$ cat src/rtl/wdg_timebase_regs.svh
/*
 * Register offsets, field positions, reset values and timing counts for the
 * watchdog with its time-base timer. Assumes a 125 MHz oscillator clock.
 */
// Function
// RULE_01 - Reset loads counter 7Fh, watchdog disabled.
// RULE_02 - Activate bit set by software, cleared by reset.
// RULE_03 - Counter decrements every 16384 oscillator cycles.
// RULE_04 - Rollover 40h to 3Fh resets when enabled.
// RULE_05 - Hardware option keeps watchdog always active.
// RULE_06 - Plain halt: one decrement, then counter stops.
// RULE_07 - External wake from halt delays counting restart.
// RULE_08 - Reset from halt disables unless hardware option.
// RULE_09 - Halt with halt-reset option generates reset.
// RULE_10 - Halt with irq enable: active-halt, counter stops.
// RULE_11 - Active-halt exit: interrupt immediate, reset delayed.
// RULE_12 - Time-base: four periods, select, enable, flag.
// RULE_13 - Time-base irq enable turns halt into active-halt.
// RULE_14 - Time-base runs in wait, interrupt exits wait.
// RULE_15 - Active-halt: time-base runs, registers frozen, wakes.
// RULE_16 - Full halt freezes time-base counter and registers.
// RULE_17 - Interrupt needs enable set and mask inactive.
// RULE_18 - Time-base wakes active-halt and wait, never halt.
// RULE_19 - Software refreshes counter before halt when enabled.
// RULE_20 - Counter keeps decrementing while watchdog inactive.
// RULE_21 - Activate with top bit clear resets at once.
// RULE_22 - Flag set on period end, cleared by read.
// RULE_23 - Period change applies at end of period.
// RULE_24 - Slow and wait leave watchdog unchanged.
// RULE_25 - Watchdog has no interrupt, only reset request.
`ifndef WDG_TIMEBASE_REGS_SVH
`define WDG_TIMEBASE_REGS_SVH

`define WDG_CTRL_OFS 8'h24
`define TB_CSR_OFS 8'h28
`define WDG_CTRL_RST 8'h7f
`define WDG_ACT_BIT 7
`define WDG_TOP_BIT 6
`define TB_SEL_LSB 2
`define TB_IE_BIT 1
`define TB_FLAG_BIT 0
`define WDG_TRIGGER 7'h40

`define WDG_PRESCALE 16384
`define TB_PERIOD_0 16000
`define TB_PERIOD_1 32000
`define TB_PERIOD_2 80000
`define TB_PERIOD_3 200000
`define WAKE_DLY_SHORT 256
`define WAKE_DLY_LONG 4096

`define CLK_PERIOD_NS 8
`define WDG_RST_PULSE_NS 500
`define WDG_RST_PULSE_CYC ((`WDG_RST_PULSE_NS + `CLK_PERIOD_NS - 1) / `CLK_PERIOD_NS)

`endif

$ cat src/rtl/wdg_timebase_pkg.sv
/*
 * Types for the watchdog with time-base timer: APB carriers, modes, state.
 * Assumes the offsets and counts of wdg_timebase_regs.svh.
 */
package wdg_timebase_pkg;

	typedef struct packed {
		logic psel;
		logic penable;
		logic pwrite;
		logic [7:0] paddr;
		logic [31:0] pwdata;
	} apb_req_t;

	typedef struct packed {
		logic pready;
		logic pslverr;
		logic [31:0] prdata;
	} apb_rsp_t;

	typedef enum logic [2:0] {
		st_run,
		st_halt_pend,
		st_halt,
		st_active_halt,
		st_delay
	} mode_t;

	typedef struct packed {
		logic [2:0] opt_meta;
		logic [2:0] opt_sync;
		logic act;
		logic [6:0] cnt;
		logic [15:0] pre;
		logic [17:0] tbc;
		logic [1:0] tb_sel;
		logic [1:0] tb_act;
		logic timebase_irq_enable;
		logic timebase_event_flag;
		mode_t mode;
		logic [11:0] dly;
		logic [6:0] rpc;
		logic rst_req;
		logic [31:0] rdata;
	} wdg_state_t;

endpackage : wdg_timebase_pkg

$ cat src/rtl/wdg_timebase.sv
/*
 * Watchdog with free-running 7-bit down-counter and a time-base timer that
 * selects active-halt. Registers on APB. Assumes halt_req, ext_wake and
 * irq_mask come from CPU logic on clk; option straps come from pins.
 */
`timescale 1ns/100ps
`default_nettype none
`include "wdg_timebase_regs.svh"

module wdg_timebase #(
	parameter int PRESCALE = `WDG_PRESCALE,
	parameter int TB_P0 = `TB_PERIOD_0,
	parameter int TB_P1 = `TB_PERIOD_1,
	parameter int TB_P2 = `TB_PERIOD_2,
	parameter int TB_P3 = `TB_PERIOD_3
) (
	// Clock and reset
	input wire logic clk,
	input wire logic rst_b,
	// Register bus
	input wire wdg_timebase_pkg::apb_req_t apb_req,
	output wdg_timebase_pkg::apb_rsp_t apb_rsp,
	// Option straps
	input wire logic hw_wdg_opt,
	input wire logic halt_reset_option,
	input wire logic wake_dly_long_opt,
	// CPU side
	input wire logic halt_req,
	input wire logic ext_wake,
	input wire logic irq_mask,
	// Results
	output logic mcu_reset_req,
	output logic timebase_irq,
	output logic halted,
	output logic active_halted
);

	// ---------------------------------------------------------------
	// Reset release
	// ---------------------------------------------------------------
	logic rst_meta_b;
	logic rst_sync_b;

	always_ff @(posedge clk or negedge rst_b) begin
		if (!rst_b) begin
			rst_meta_b <= 1'b0;
			rst_sync_b <= 1'b0;
		end else begin
			rst_meta_b <= 1'b1;
			rst_sync_b <= rst_meta_b;
		end
	end

	// ---------------------------------------------------------------
	// State
	// ---------------------------------------------------------------
	// Counting starts in the delay state so that a reset, including one
	// that ends active-halt, restarts the counter only after the delay.
	localparam wdg_timebase_pkg::wdg_state_t RESET_STATE = '{
		opt_meta: 3'h0, opt_sync: 3'h0, act: 1'b0,
		cnt: 7'(`WDG_CTRL_RST), pre: 16'h0000, tbc: 18'h00000,
		tb_sel: 2'h0, tb_act: 2'h0, timebase_irq_enable: 1'b0, timebase_event_flag: 1'b0,
		mode: wdg_timebase_pkg::st_delay, dly: 12'h000, rpc: 7'h00,
		rst_req: 1'b0, rdata: 32'h00000000};

	wdg_timebase_pkg::wdg_state_t state_reg;
	wdg_timebase_pkg::wdg_state_t state_next;

	logic setup;
	logic access;
	logic hit_ctl;
	logic hit_tb;
	logic wr_ctl;
	logic wr_tb;
	logic rd_tb;
	logic hw_on;
	logic halt_rst_on;
	logic dly_long;
	logic wd_on;
	logic counting;
	logic wd_tick;
	logic tb_run;
	logic tb_tick;
	logic [17:0] tb_last;
	logic [11:0] dly_last;
	logic trip;

	assign setup = apb_req.psel && !apb_req.penable;
	assign access = apb_req.psel && apb_req.penable;
	assign hit_ctl = apb_req.paddr == `WDG_CTRL_OFS;
	assign hit_tb = apb_req.paddr == `TB_CSR_OFS;
	assign wr_ctl = access && apb_req.pwrite && hit_ctl;
	assign wr_tb = access && apb_req.pwrite && hit_tb;
	assign rd_tb = access && !apb_req.pwrite && hit_tb;

	assign hw_on = state_reg.opt_sync[0];
	assign halt_rst_on = state_reg.opt_sync[1];
	assign dly_long = state_reg.opt_sync[2];
	assign wd_on = state_reg.act || hw_on; // [RULE_05]

	// The counter runs whatever the activate bit; slow and wait are not
	// seen here at all, so they cannot disturb it. [RULE_20] [RULE_24]
	assign counting = state_reg.mode == wdg_timebase_pkg::st_run ||
		state_reg.mode == wdg_timebase_pkg::st_halt_pend;
	assign wd_tick = counting && state_reg.pre == 16'(PRESCALE - 1); // [RULE_03]

	// The time-base stops only in full halt; it runs in wait and in
	// active-halt. [RULE_14] [RULE_15] [RULE_16]
	assign tb_run = state_reg.mode != wdg_timebase_pkg::st_halt &&
		state_reg.mode != wdg_timebase_pkg::st_halt_pend;
	assign tb_tick = tb_run && state_reg.tbc == tb_last;
	assign dly_last = dly_long ? 12'(`WAKE_DLY_LONG - 1) : 12'(`WAKE_DLY_SHORT - 1);

	always_comb begin
		case (state_reg.tb_act) // [RULE_12]
			2'h0: tb_last = 18'(TB_P0 - 1);
			2'h1: tb_last = 18'(TB_P1 - 1);
			2'h2: tb_last = 18'(TB_P2 - 1);
			default: tb_last = 18'(TB_P3 - 1);
		endcase
	end

	// ---------------------------------------------------------------
	// Next state
	// ---------------------------------------------------------------
	always_comb begin
		state_next = state_reg;
		trip = 1'b0;
		state_next.opt_meta = {wake_dly_long_opt, halt_reset_option, hw_wdg_opt};
		state_next.opt_sync = state_reg.opt_meta;

		if (counting) begin
			state_next.pre = wd_tick ? 16'h0000 : state_reg.pre + 16'h0001;
		end
		if (wd_tick) begin
			state_next.cnt = state_reg.cnt - 7'h01; // [RULE_03]
			if (state_reg.mode == wdg_timebase_pkg::st_run && wd_on &&
				state_reg.cnt == `WDG_TRIGGER) begin
				trip = 1'b1; // [RULE_04]
			end
			if (state_reg.mode == wdg_timebase_pkg::st_halt_pend) begin
				state_next.mode = wdg_timebase_pkg::st_halt; // [RULE_06]
			end
		end

		// A refresh in the tick cycle wins over the decrement, not over a rollover trip; the prescaler is left running,
		// which is why a timeout varies by up to one tick.
		if (wr_ctl) begin
			state_next.act = state_reg.act | apb_req.pwdata[`WDG_ACT_BIT]; // [RULE_02]
			state_next.cnt = apb_req.pwdata[6:0];
			if ((apb_req.pwdata[`WDG_ACT_BIT] || wd_on) && !apb_req.pwdata[`WDG_TOP_BIT]) begin
				trip = 1'b1; // [RULE_21]
			end
		end

		case (state_reg.mode)
			wdg_timebase_pkg::st_run: begin
				if (halt_req) begin
					if (state_reg.timebase_irq_enable) begin
						state_next.mode = wdg_timebase_pkg::st_active_halt; // [RULE_10] [RULE_13]
					end else if (halt_rst_on) begin
						trip = 1'b1; // [RULE_09]
					end else begin
						state_next.mode = wdg_timebase_pkg::st_halt_pend; // [RULE_06]
					end
				end
			end
			wdg_timebase_pkg::st_halt_pend, wdg_timebase_pkg::st_halt: begin
				if (ext_wake) begin
					state_next.mode = wdg_timebase_pkg::st_delay; // [RULE_07]
					state_next.dly = 12'h000;
				end
			end
			wdg_timebase_pkg::st_active_halt: begin
				if (ext_wake || timebase_irq) begin
					state_next.mode = wdg_timebase_pkg::st_run; // [RULE_11] [RULE_18]
				end
			end
			wdg_timebase_pkg::st_delay: begin
				state_next.dly = state_reg.dly + 12'h001;
				if (state_reg.dly == dly_last) begin
					state_next.mode = wdg_timebase_pkg::st_run; // [RULE_07] [RULE_11]
				end
			end
			default: begin
				state_next.mode = wdg_timebase_pkg::st_run;
			end
		endcase

		if (tb_run) begin
			state_next.tbc = tb_tick ? 18'h00000 : state_reg.tbc + 18'h00001;
		end
		if (tb_tick) begin
			state_next.tb_act = state_reg.tb_sel; // [RULE_23]
		end
		if (wr_tb && state_reg.mode != wdg_timebase_pkg::st_active_halt) begin
			state_next.tb_sel = apb_req.pwdata[`TB_SEL_LSB +: 2]; // [RULE_15]
			state_next.timebase_irq_enable = apb_req.pwdata[`TB_IE_BIT];
		end
		if (rd_tb) begin
			state_next.timebase_event_flag = 1'b0; // [RULE_22]
		end
		if (tb_tick) begin
			state_next.timebase_event_flag = 1'b1; // [RULE_22]
		end

		if (setup) begin
			state_next.rdata = 32'h00000000;
			if (hit_ctl) begin
				state_next.rdata[7:0] = {state_reg.act, state_reg.cnt};
			end else if (hit_tb) begin
				state_next.rdata[3:0] = {state_reg.tb_sel, state_reg.timebase_irq_enable, state_reg.timebase_event_flag};
			end
		end

		// The request is held for the documented pulse; the system reset
		// then clears this block, which also clears activate. [RULE_08]
		if (trip) begin
			state_next.rst_req = 1'b1;
			state_next.rpc = 7'(`WDG_RST_PULSE_CYC - 1);
		end else if (state_reg.rst_req) begin
			if (state_reg.rpc == 7'h00) begin
				state_next.rst_req = 1'b0;
			end else begin
				state_next.rpc = state_reg.rpc - 7'h01;
			end
		end
	end

	always_ff @(posedge clk or negedge rst_sync_b) begin
		if (!rst_sync_b) begin
			state_reg <= RESET_STATE; // [RULE_01]
		end else begin
			state_reg <= state_next;
		end
	end

	// ---------------------------------------------------------------
	// Outputs
	// ---------------------------------------------------------------
	// The reset request is the only watchdog output. [RULE_25]
	assign mcu_reset_req = state_reg.rst_req;
	assign timebase_irq = state_reg.timebase_event_flag && state_reg.timebase_irq_enable && !irq_mask; // [RULE_17]
	assign halted = state_reg.mode == wdg_timebase_pkg::st_halt ||
		state_reg.mode == wdg_timebase_pkg::st_halt_pend;
	assign active_halted = state_reg.mode == wdg_timebase_pkg::st_active_halt;
	assign apb_rsp.pready = 1'b1;
	assign apb_rsp.pslverr = access && !hit_ctl && !hit_tb;
	assign apb_rsp.prdata = state_reg.rdata;
endmodule : wdg_timebase
`default_nettype wire

$ cat config.mk
export PLATFORM = sky130hd
export DESIGN_NAME = wdg_timebase
export DESIGN_NICKNAME = d
export VERILOG_FILES = /design/src/rtl/wdg_timebase_pkg.sv /design/src/rtl/wdg_timebase.sv
export VERILOG_INCLUDE_DIRS = /design/src /design/src/rtl
export SDC_FILE = /design/constraint.sdc
export NUM_CORES = 1
export LEC_CHECK = 0
export ABC_AREA = 1
export BUFFER_PORTS_ARGS = -buffer_cell sky130_fd_sc_hd__buf_4
export CAP_MARGIN = 20
export CELL_PAD_IN_SITES_DETAIL_PLACEMENT = 0
export CELL_PAD_IN_SITES_GLOBAL_PLACEMENT = 2
export CORE_MARGIN = 2
export CORE_UTILIZATION = 32
export DETAILED_ROUTE_END_ITERATION = 7
export GPL_TIMING_DRIVEN = 0
export HOLD_SLACK_MARGIN = 0.08
export PLACE_DENSITY_LB_ADDON = 0.1
export REMOVE_ABC_BUFFERS = 1
export SLEW_MARGIN = 20
export SYNTH_ARGS = -nofsm -noshare
export SYNTH_HDL_FRONTEND = slang
export SYNTH_SLANG_ARGS = --single-unit
$ cat constraint.sdc
create_clock -name clk -period 2.9 [get_ports clk]
set_input_delay 0.145 -clock clk [delete_from_list [all_inputs] [get_ports clk]]
set_output_delay 0.145 -clock clk [all_outputs]
set_load 0.01 [all_outputs]
Yosys cells after proc, flatten, opt, wreduce, memory -nomap -nowiden
Cells that the tools add are included.

word-level totals
  bits in registers = 87
  input port bits = 51
  logic and storage cells = 112

operators by class
  $add $sub $neg = 5
  equal/unequal tests = 17
  multiplexer cells = 33
  bitwise gates (word level) = 1
  reductions and logical operators = 39

operators by type and width
  cell                                                                number
  18-bit case mux with 3 select lines                                 1
  12-bit case mux with 2 select lines                                 1
  3-bit two-way mux                                                   7
  7-bit two-way mux                                                   3
  18-bit by 1-bit adder with 18-bit output, second input constant     1
  18-bit == test                                                      1
  1-bit logical AND                                                   18
  18-bit two-way mux                                                  1
  16-bit by 1-bit adder with 16-bit output, second input constant     1
  16-bit by 14-bit == test with 1-bit output, second input constant   1
  8-bit by 6-bit == test with 1-bit output, second input constant     2
  16-bit two-way mux                                                  1
  8-bit two-way mux                                                   2
  15-bit two-way mux                                                  1
  7-bit by 1-bit subtractor with 7-bit output, second input constant  2
  12-bit by 1-bit adder with 12-bit output, second input constant     1
  12-bit == test                                                      1
  12-bit two-way mux                                                  1
  4-bit two-way mux                                                   3
  3-bit case mux with 4 select lines                                  1
  1-bit two-way mux                                                   11
  2-bit nonzero test                                                  4
  7-bit == test, second input constant                                1
  7-bit logical NOT                                                   1
  15 further kinds                                                    28

Longest topological paths before layout
Gate-level depths: netlist of the first run.

  word-level depth = 13
  depth in mapped cells = 12

Least setup slack after synthesis of the first run
No wires, ideal clock.

  path type = register -> register
  start = reg state_reg[61] in the netlist's numbering
  end = reg state_reg[74] in the netlist's numbering
  data arrival time = 1.309 ns
  required time = 2.778 ns
  slack = 1.469 ns
  stages on the path, launching flop included = 10
  path buffers = 1
  cells stage by stage = dfrtp_1 > ha_1 > nand2_1 > nor2_1 > nand3_1 > nor2_1 > nand2_2 > buf_6 > nand3_1 > nor2_1

on the way
  cells in the longest elaborated chain, start to end = 3
  elaborated cells on any way between the ends = 4
  those cells by class = add/sub: 1; eq/ne: 1; mux: 1; reduce/logical: 1

ends and longest elaborated chain
  element                                                                           RTL line             RTL
  from (decl)                                                                       wdg_timebase.sv:66   wdg_timebase_pkg::wdg_state_t state_reg;
  from (signal assigned)                                                            wdg_timebase.sv:234  state_reg <= state_next;
  branches (longest 2 deep; another with 18-bit by 1-bit adder with 18-bit output)  n/a
  18-bit two-way mux *                                                              wdg_timebase.sv:191  state_next.tbc = tb_tick ? 18'h00000 : state_reg.tbc + 18'h00001;

Every way passes the cells marked *.
A chain may end at the register's enable or synchronous reset.

Final worst setup path of the first run
  start = reg state_reg[54] in the netlist's numbering
  end = reg state_reg[75] in the netlist's numbering

on the way
  cells in the longest elaborated chain, start to end = 4
  elaborated cells on any way between the ends = 5
  those cells by class = eq/ne: 2; mux: 1; reduce/logical: 2

ends and longest elaborated chain
  element                                                                                                                      RTL line                                  RTL
  3-bit by 2-bit inequality test with 1-bit output / 3-bit by 1-bit inequality test with 1-bit output (equally long branches)  wdg_timebase.sv:109, wdg_timebase.sv:110
  1-bit logical AND *                                                                                                          wdg_timebase.sv:109                       assign tb_run = state_reg.mode != wdg_timebase_pkg::st_halt &&
  1-bit logical AND                                                                                                            wdg_timebase.sv:111                       assign tb_tick = tb_run && state_reg.tbc == tb_last;
  18-bit two-way mux                                                                                                           wdg_timebase.sv:191

Every way passes the cells marked *; elsewhere a longest branch is shown, timed or not.

==> metrics.yaml, run 1 <==
grt.total_usage_pct: 14.9
r2r.worst_path.cells: 7
layoutNonFillerInstCount: 958
synthTopCellsByArea: "dfrtp_1 (39%), nand2_1 (13%), inv_1 (6.9%), nand3_1 (6.2%), nor2_1 (5.5%)"
place_inst: 931
htreeDepth: 3
start_kind: "flop"
start_util_pct: 32.5
synthTopCellsByCount: "nand2_1 (176), inv_1 (94), dfrtp_1 (79)"
cts_buffer_depth: 2
cp.arrival_ns: 2.34
cp_max_fo: 13
grt_max_degree: 52
num_rows: 46
synth_top_area_cell: "dfrtp_1"
viasPerCell: 4.47
yosys_register_bits: 87
hold_viol: 0
path_clk_slew_ns: 0.07
clkSinkCount: 87
die_h_um: 130
crit_type: "flop to flop"
timing.fmax_mhz: 473
slew_headroom_pct: 61.2
diodes: 0
post_cts.repair.setup_buffers: 0
setup_viol: 0
min_period_ns: 2.11
ir_drop_v: 0.000288
cts_resized: 0
wl_per_cell_um: 12.3
ant_nets: 0
die_w_um: 130
gp_congestion: 0.772
regToRegSetupSlack_ns: 0.79
yosysWarnings: 0
fp.dieArea_mm2: 0.0170
drive_gt1_share_pct: 12.7
drc_errors: 0
cts_tree: "done"
leakage_nw: 3.03
status: "finished clean"
final_net_count: 795
required_ns: 3.13
synth.avg_cell_area_um2: 7.40
endpoint: "state_reg[75]"
clkLatencyLatePin_ns: 0.35
ys_seq_area_share_pct: 42.8
rsz0062_at_grt: "no"
num_vias: 4278
p_per_area_mw_per_mm2: 473
synthArstFlopShare_pct: 100
globalRouteOverflowTotal: 0
grt_pass1_vias: 4034
syn_area_mm2: 0.00511
largest_register_ffs: 70
yosysTopAreaCellShare_pct: 38.7
setup_slack_ns: 0.788
antenna_found_initial: 0
synth_edf_count: 0
yosysMostFrequentCell: "nand2_1"
r2r-start: "state_reg[54]"
rr_endpoint: "state_reg[75]"
dpl.hpwl_um: 8720
numCtsBuffers: 9
worst_slew_pin_slew_ns: 0.580
fin_util_pct: 37.5
yosysUniqueCellTypes: 40
drt-initial-drc-count: 249
fp.coreArea_mm2: 0.0157
io_pins: 89
clock_skew_ns: 0.00893
cp-end-kind: "flop"
port_buffers: 39
synthCells: 690
dp_slack_ns: 0.770
grt_pass1_wl_um: 19800
areaGrowthSynthToFinish_pct: 15.2
clockRootBuffer: "clkbuf_16"
min_path_type: "primary input to flop"
slew_viol_final: 0
startpoint: "state_reg[54]"
dr.pass1.iters: 4
synthFlopType: "dfrtp_1"
drt-total-wl_um: 11800
maxCapViolCount: 0
period_share_pct: 72.8
## final cells by class
cell class | count | area [um2]
Clock buffer | 11 | 243
Clock inverter | 5 | 32.5
Fill cell | 1684 | 9830
Inverter | 99 | 372
Multi-Input combinational cell | 489 | 2350
Sequential cell | 87 | 2190
Tap cell | 216 | 270
Timing Repair Buffer | 51 | 430
## stage by stage
stage               setup TNS, ns  area (um2)  power [W]  hold slack (ns)
floorplan                       0        4900    0.00159           -0.151
global placement           -82.05        5470    0.00169          -0.0722
detailed placement              0        5500    0.00170          -0.0695
CTS                             0        5880    0.00285           0.0876
global route                    0        5880    0.00296            0.114
finish                          0        5880    0.00278           0.0946
## worst max-delay path, cell delays in order, from the launching register on
cell,delay [ns]
dfstp_2,0.55
inv_1,0.07
nand3_1,0.45
nand4_1,0.37
nor2_1,0.34
nand3_1,0.11
nand2_1,0.07
nor2_1,0.05
## power breakdown
group	leakage [nW]	switching, W	internal [W]
combinational	1.88	0.000202	0.000144
sequential	1.02	0.0000598	0.00128
clock	0.140	0.000491	0.000604
total	3.03	0.000752	0.00203
## cell families after synthesis
family                   synth area share, %
AO/OA/AOI/OAI                           7.60
other                                  0.147
buffers and inverters                   13.0
flip-flops                              42.8
adder cells (fa/ha/maj)                 1.72
AND/OR/NAND/NOR                         32.5
XOR/XNOR                                2.23
## layout by cell type (no fill, tap or decap), types with 2 or more instances in the layout
cell / count
inv_2: 4
nor3_1: 14
dlygate4sd3_1: 11
ha_1: 7
dfrtp_1: 78
inv_1: 94
nor3b_1: 2
a21o_1: 2
nor2_2: 6
o21bai_1: 2
nand3_2: 3
or2_2: 2
conb_1: 26
nor3_2: 2
xor2_1: 10
o21ai_0: 37
nor4_1: 2
nand2_2: 6
nand4_1: 14
a21oi_1: 18
o21ai_2: 3
dfstp_2: 8
buf_4: 39
o22ai_1: 3
clkinv_2: 3
nand3_1: 63
clkbuf_16: 9
nand2_1: 176
nor2_1: 75
and2_1: 2
xnor2_1: 3
o31ai_1: 4
## routing by layer
metal	vias up	GRT usage [%]	part of all wire, %
li1	2225	-	-
met1	1972	19.5	49
met2	68	24.9	47
met3	13	3.36	2.8
met4	0	4.24	1.3
met5	-	0	0
## what timing repair did
item                                   4_1_cts  5_1_grt
hold buffers                                11        0
endpoints found under the hold margin       13        0
setup endpoints to repair                    0        0
## how the worst min path moves through the flow
stage / cells past startpoint / to / start
floorplan: 0 / rst_meta_b / rst_b
global placement: 1 / rst_meta_b / rst_b
detailed placement: 1 / rst_meta_b / rst_b
CTS: 5 / state_reg[100] / apb_req[5]
global route: 2 / rst_sync_b / rst_b
finish: 5 / state_reg[100] / apb_req[5]
No activity file was read; power rests on OpenSTA's default activity.
==> run 2, diff against run 1 <==
Settings changed: ABC_AREA 1 to 0, CORE_UTILIZATION 32 to 34.
Clock period 2.9 ns to 2.2 ns, I/O delays scaled along.
==> run 2 against run 1 <==
  * Synthesized cell count fell by 30%
  * Cell count down 25%
  * Area after synthesis down 8.5%
  * Count of clock-buffer cells in the layout fell by 1
  * Largest cell class unchanged
  * Flip-flop and latch count did not move
  * Global-route usage down 0.19 points
==> metrics.yaml, run 2 <==
status: "finished clean"  # unchanged
p_per_area_mw_per_mm2: 874  # was 473 mW/mm2
grt_pass1_vias: 3396  # was 4,034
start_util_pct: 35.0  # was 32.5%
areaGrowthSynthToFinish_pct: 20.8  # was 15.2%
viasPerCell: 4.79  # was 4.47
drt-initial-drc-count: 154  # was 249
io_pins: 89  # unchanged
synthCells: 480  # was 690
ant_nets: 0  # unchanged
syn_area_mm2: 0.00467  # was 0.00511 mm2
slew_viol_final: 0  # unchanged
num_rows: 42  # was 46
final_common_cell: "dfrtp_1"  # was nand2_1
swShare_pct: 32.4  # was 27.0%
layout_common_cells: "dfrtp_1 (71), buf_4 (58), nand2_1 (47), nor2_1 (45), nand3_1 (27)"  # was nand2_1 (176), inv_1 (94), dfrtp_1 (78), nor2_1 (75), nand3_1 (63)
die_h_um: 121  # was 130 um
grt.total_usage_pct: 14.8  # was 14.9%
min_path_type: "primary input to flop"  # unchanged
numCtsBuffers: 9  # unchanged
p_int_w: 0.00333  # was 0.00203 W
clkSinkCount: 87  # unchanged
timing.fmax_mhz: 457  # was 473 MHz
num_vias: 3464  # was 4,278
drc_errors: 0  # unchanged
grt_max_degree: 45  # was 52
yosysWarnings: 0  # unchanged
diodes: 0  # unchanged
power_w: 0.00493  # was 0.00278 W
drt-total-wl_um: 10100  # was 11,800 um
fp.dieArea_mm2: 0.0147  # was 0.0170 mm2
synth_top_area_cell: "dfrtp_1"  # unchanged
synth.avg_cell_area_um2: 9.74  # was 7.40 um2
yosysTopAreaCellShare_pct: 42.3  # was 38.7%
wl_per_cell_um: 14.0  # was 12.3 um
dp_slack_ns: -0.614  # was 0.770 ns
yosysUniqueCellTypes: 71  # was 40
clkLatencyLatePin_ns: 0.34  # was 0.35 ns
hold_viol: 0  # unchanged
clkPwrFrac_pct: 31.9  # was 39.4%
yosysMostFrequentCell: "dfrtp_1"  # was nand2_1
synth_edf_count: 0  # unchanged
largest_register_ffs: 70  # unchanged
required_ns: 2.42  # was 3.13 ns
ir_drop_v: 0.000353  # was 0.000288 V
worst_slew_pin_slew_ns: 0.672  # was 0.580 ns
cp-end-kind: "flop"  # unchanged
dr.pass1.iters: 4  # unchanged
setup_slack_ns: 0.0128  # was 0.788 ns
clock_skew_ns: 0.00755  # was 0.00893 ns
gp_congestion: 0.758  # was 0.772
synthTopCellsByCount: "dfrtp_1 (79), nand2_1 (48), nor2_1 (45)"  # was nand2_1 (176), inv_1 (94), dfrtp_1 (79)
htreeDepth: 3  # unchanged
cp.arrival_ns: 2.41  # was 2.34 ns
cts_buffer_depth: 2  # unchanged
cp_max_fo: 7  # was 13
antenna_found_initial: 0  # unchanged
slew_headroom_pct: 55.0  # was 61.2%
dpl.hpwl_um: 6840  # was 8720 um
die_w_um: 121  # was 130 um
port_buffers: 39  # unchanged
rsz0062_at_grt: "yes"  # was no
synthFlopType: "dfrtp_1"  # unchanged
synthArstFlopShare_pct: 100  # unchanged
setup_viol: 0  # unchanged
synthTopCellsByArea: "dfrtp_1 (42%), buf_4 (5.6%), dfstp_2 (4.5%), nand2_1 (3.9%), nor2_1 (3.6%)"  # was dfrtp_1 (39%), nand2_1 (13%), inv_1 (6.9%), nand3_1 (6.2%), nor2_1 (5.5%)
min_period_ns: 2.19  # was 2.11 ns
start_kind: "flop"  # unchanged
ys_seq_area_share_pct: 46.8  # was 42.8%
seq_power_share_pct: 44.0  # was 48.2%
cts_tree: "done"  # unchanged
fin_util_pct: 42.3  # was 37.5%
leakage_nw: 2.54  # was 3.03 nW
path_clk_slew_ns: 0.06  # was 0.07 ns
yosys_register_bits: 87  # unchanged
period_share_pct: 99.4  # was 72.8%
grt_pass1_wl_um: 17000  # was 19,800 um
globalRouteOverflowTotal: 0  # unchanged
p_switching_w: 0.00160  # was 0.000752 W
crit_type: "flop to flop"  # unchanged
clockRootBuffer: "clkbuf_16"  # unchanged
drive_gt1_share_pct: 23.0  # was 12.7%
maxCapViolCount: 0  # unchanged
fp.coreArea_mm2: 0.0133  # was 0.0157 mm2
final_net_count: 600  # was 795
p_comb_share_pct: 24.1  # was 12.4%
==> run 2: changes by cell type after synthesis, sizes merged, moves of 5 or more <==
| cell | previous run | this run |
|---|---|---|
| and3 | 1 | 7 |
| mux2 | 0 | 7 |
| o21ai | 40 | 27 |
| nor2 | 82 | 46 |
| inv | 98 | 15 |
| xor2 | 10 | 19 |
| xnor2 | 3 | 15 |
| and2 | 2 | 7 |
| nand2 | 183 | 50 |
| nand3 | 67 | 27 |
| nand4 | 15 | 10 |
==> run 2: power by group through the flow <==
| stage | combinational (W) | clock (W) | sequential [W] |
|---|---|---|---|
| 4_1_cts | 0.00113 | 0.00164 | 0.00218 |
| 2_1_floorplan | 0.000816 | 0 | 0.00214 |
| 3_5_place_dp | 0.00109 | 0 | 0.00220 |
| 6_report | 0.00119 | 0.00157 | 0.00217 |
| 3_3_place_gp | 0.00104 | 0 | 0.00221 |
| 5_1_grt | 0.00137 | 0.00171 | 0.00222 |
==> run 2: cell families (layout without fill, tap and decap cells) <==
logic type / count (synthesis) / count (layout) / synth area share (%)
xor+xnor: 34 / 34 / 6.37
fa+ha+maj: 7 / 7 / 1.87
other cells: 2 / 26 / 0.161
mux: 9 / 9 / 2.28
simple gates: 203 / 203 / 23.5
compound gates: 75 / 75 / 10.6
buf+inv: 63 / 106 / 8.43
flops: 87 / 87 / 46.8
==> run 2: worst paths after layout <==
kind	endpoint	from	depth (start not counted)	slack (ns)
max in group asynchronous	state_reg[99]	rst_sync_b	1	1.18
worst max-delay path	state_reg[58]	state_reg[57]	6	0.01
worst min register to register	state_reg[66]	rst_sync_b	0	0.34
min in group asynchronous	state_reg[66]	rst_sync_b	0	0.34
worst min-delay path	state_reg[55]	apb_req[40]	4	0.1
worst max register to register	state_reg[58]	state_reg[57]	6	0.01
==> run 2: repair_timing <==
action                     in CTS  in global routing
hold buffers                   14                  0
pin swaps                       4                  6
setup endpoints to repair      38                 26
buffers inserted               12                  9
resized for setup               8                 12
hold endpoints to repair       17                  0
==> run 2: routing by layer <==
| metal | global-route usage, % | share of wire, % | wire, um |
|---|---|---|---|
| met1 | 20.8 | 49 | 5000 |
| met4 | 5.60 | 1.5 | 157 |
| met5 | 0 | 0 | 0 |
| met2 | 22.8 | 45 | 4510 |
| met3 | 2.49 | 4.6 | 462 |
==> run 2: cell type report <==
type / instances / area, um2
Sequential cell: 87 / 2200
Fill cell: 1331 / 7700
Timing Repair Buffer: 75 / 626
Multi-Input combinational cell: 354 / 2240
Tap cell: 176 / 220
Inverter: 15 / 56.3
Clock buffer: 10 / 239
Clock inverter: 6 / 67.6
==> run 2: critical path: stages, from the launching register on <==
cell and delay (ns):
dfrtp_2 0.42, mux2_4 0.30, o22a_1 0.18, or4_4 0.53, nor4_4 0.18, buf_6 0.18, mux2_4 0.30
==> run 2: stage by stage <==
| step | hold WS (ns) | cells | TNS (ns) | area [um2] |
|---|---|---|---|---|
| floorplan | -0.186 | 456 | -30.59 | 4430 |
| global placement | -0.108 | 671 | -145.48 | 4940 |
| detailed placement | -0.104 | 672 | -12.19 | 4970 |
| CTS | 0.0914 | 714 | -0.331 | 5530 |
| global route | 0.123 | 723 | -0.0727 | 5650 |
| finish | 0.0997 | 723 | 0 | 5650 |
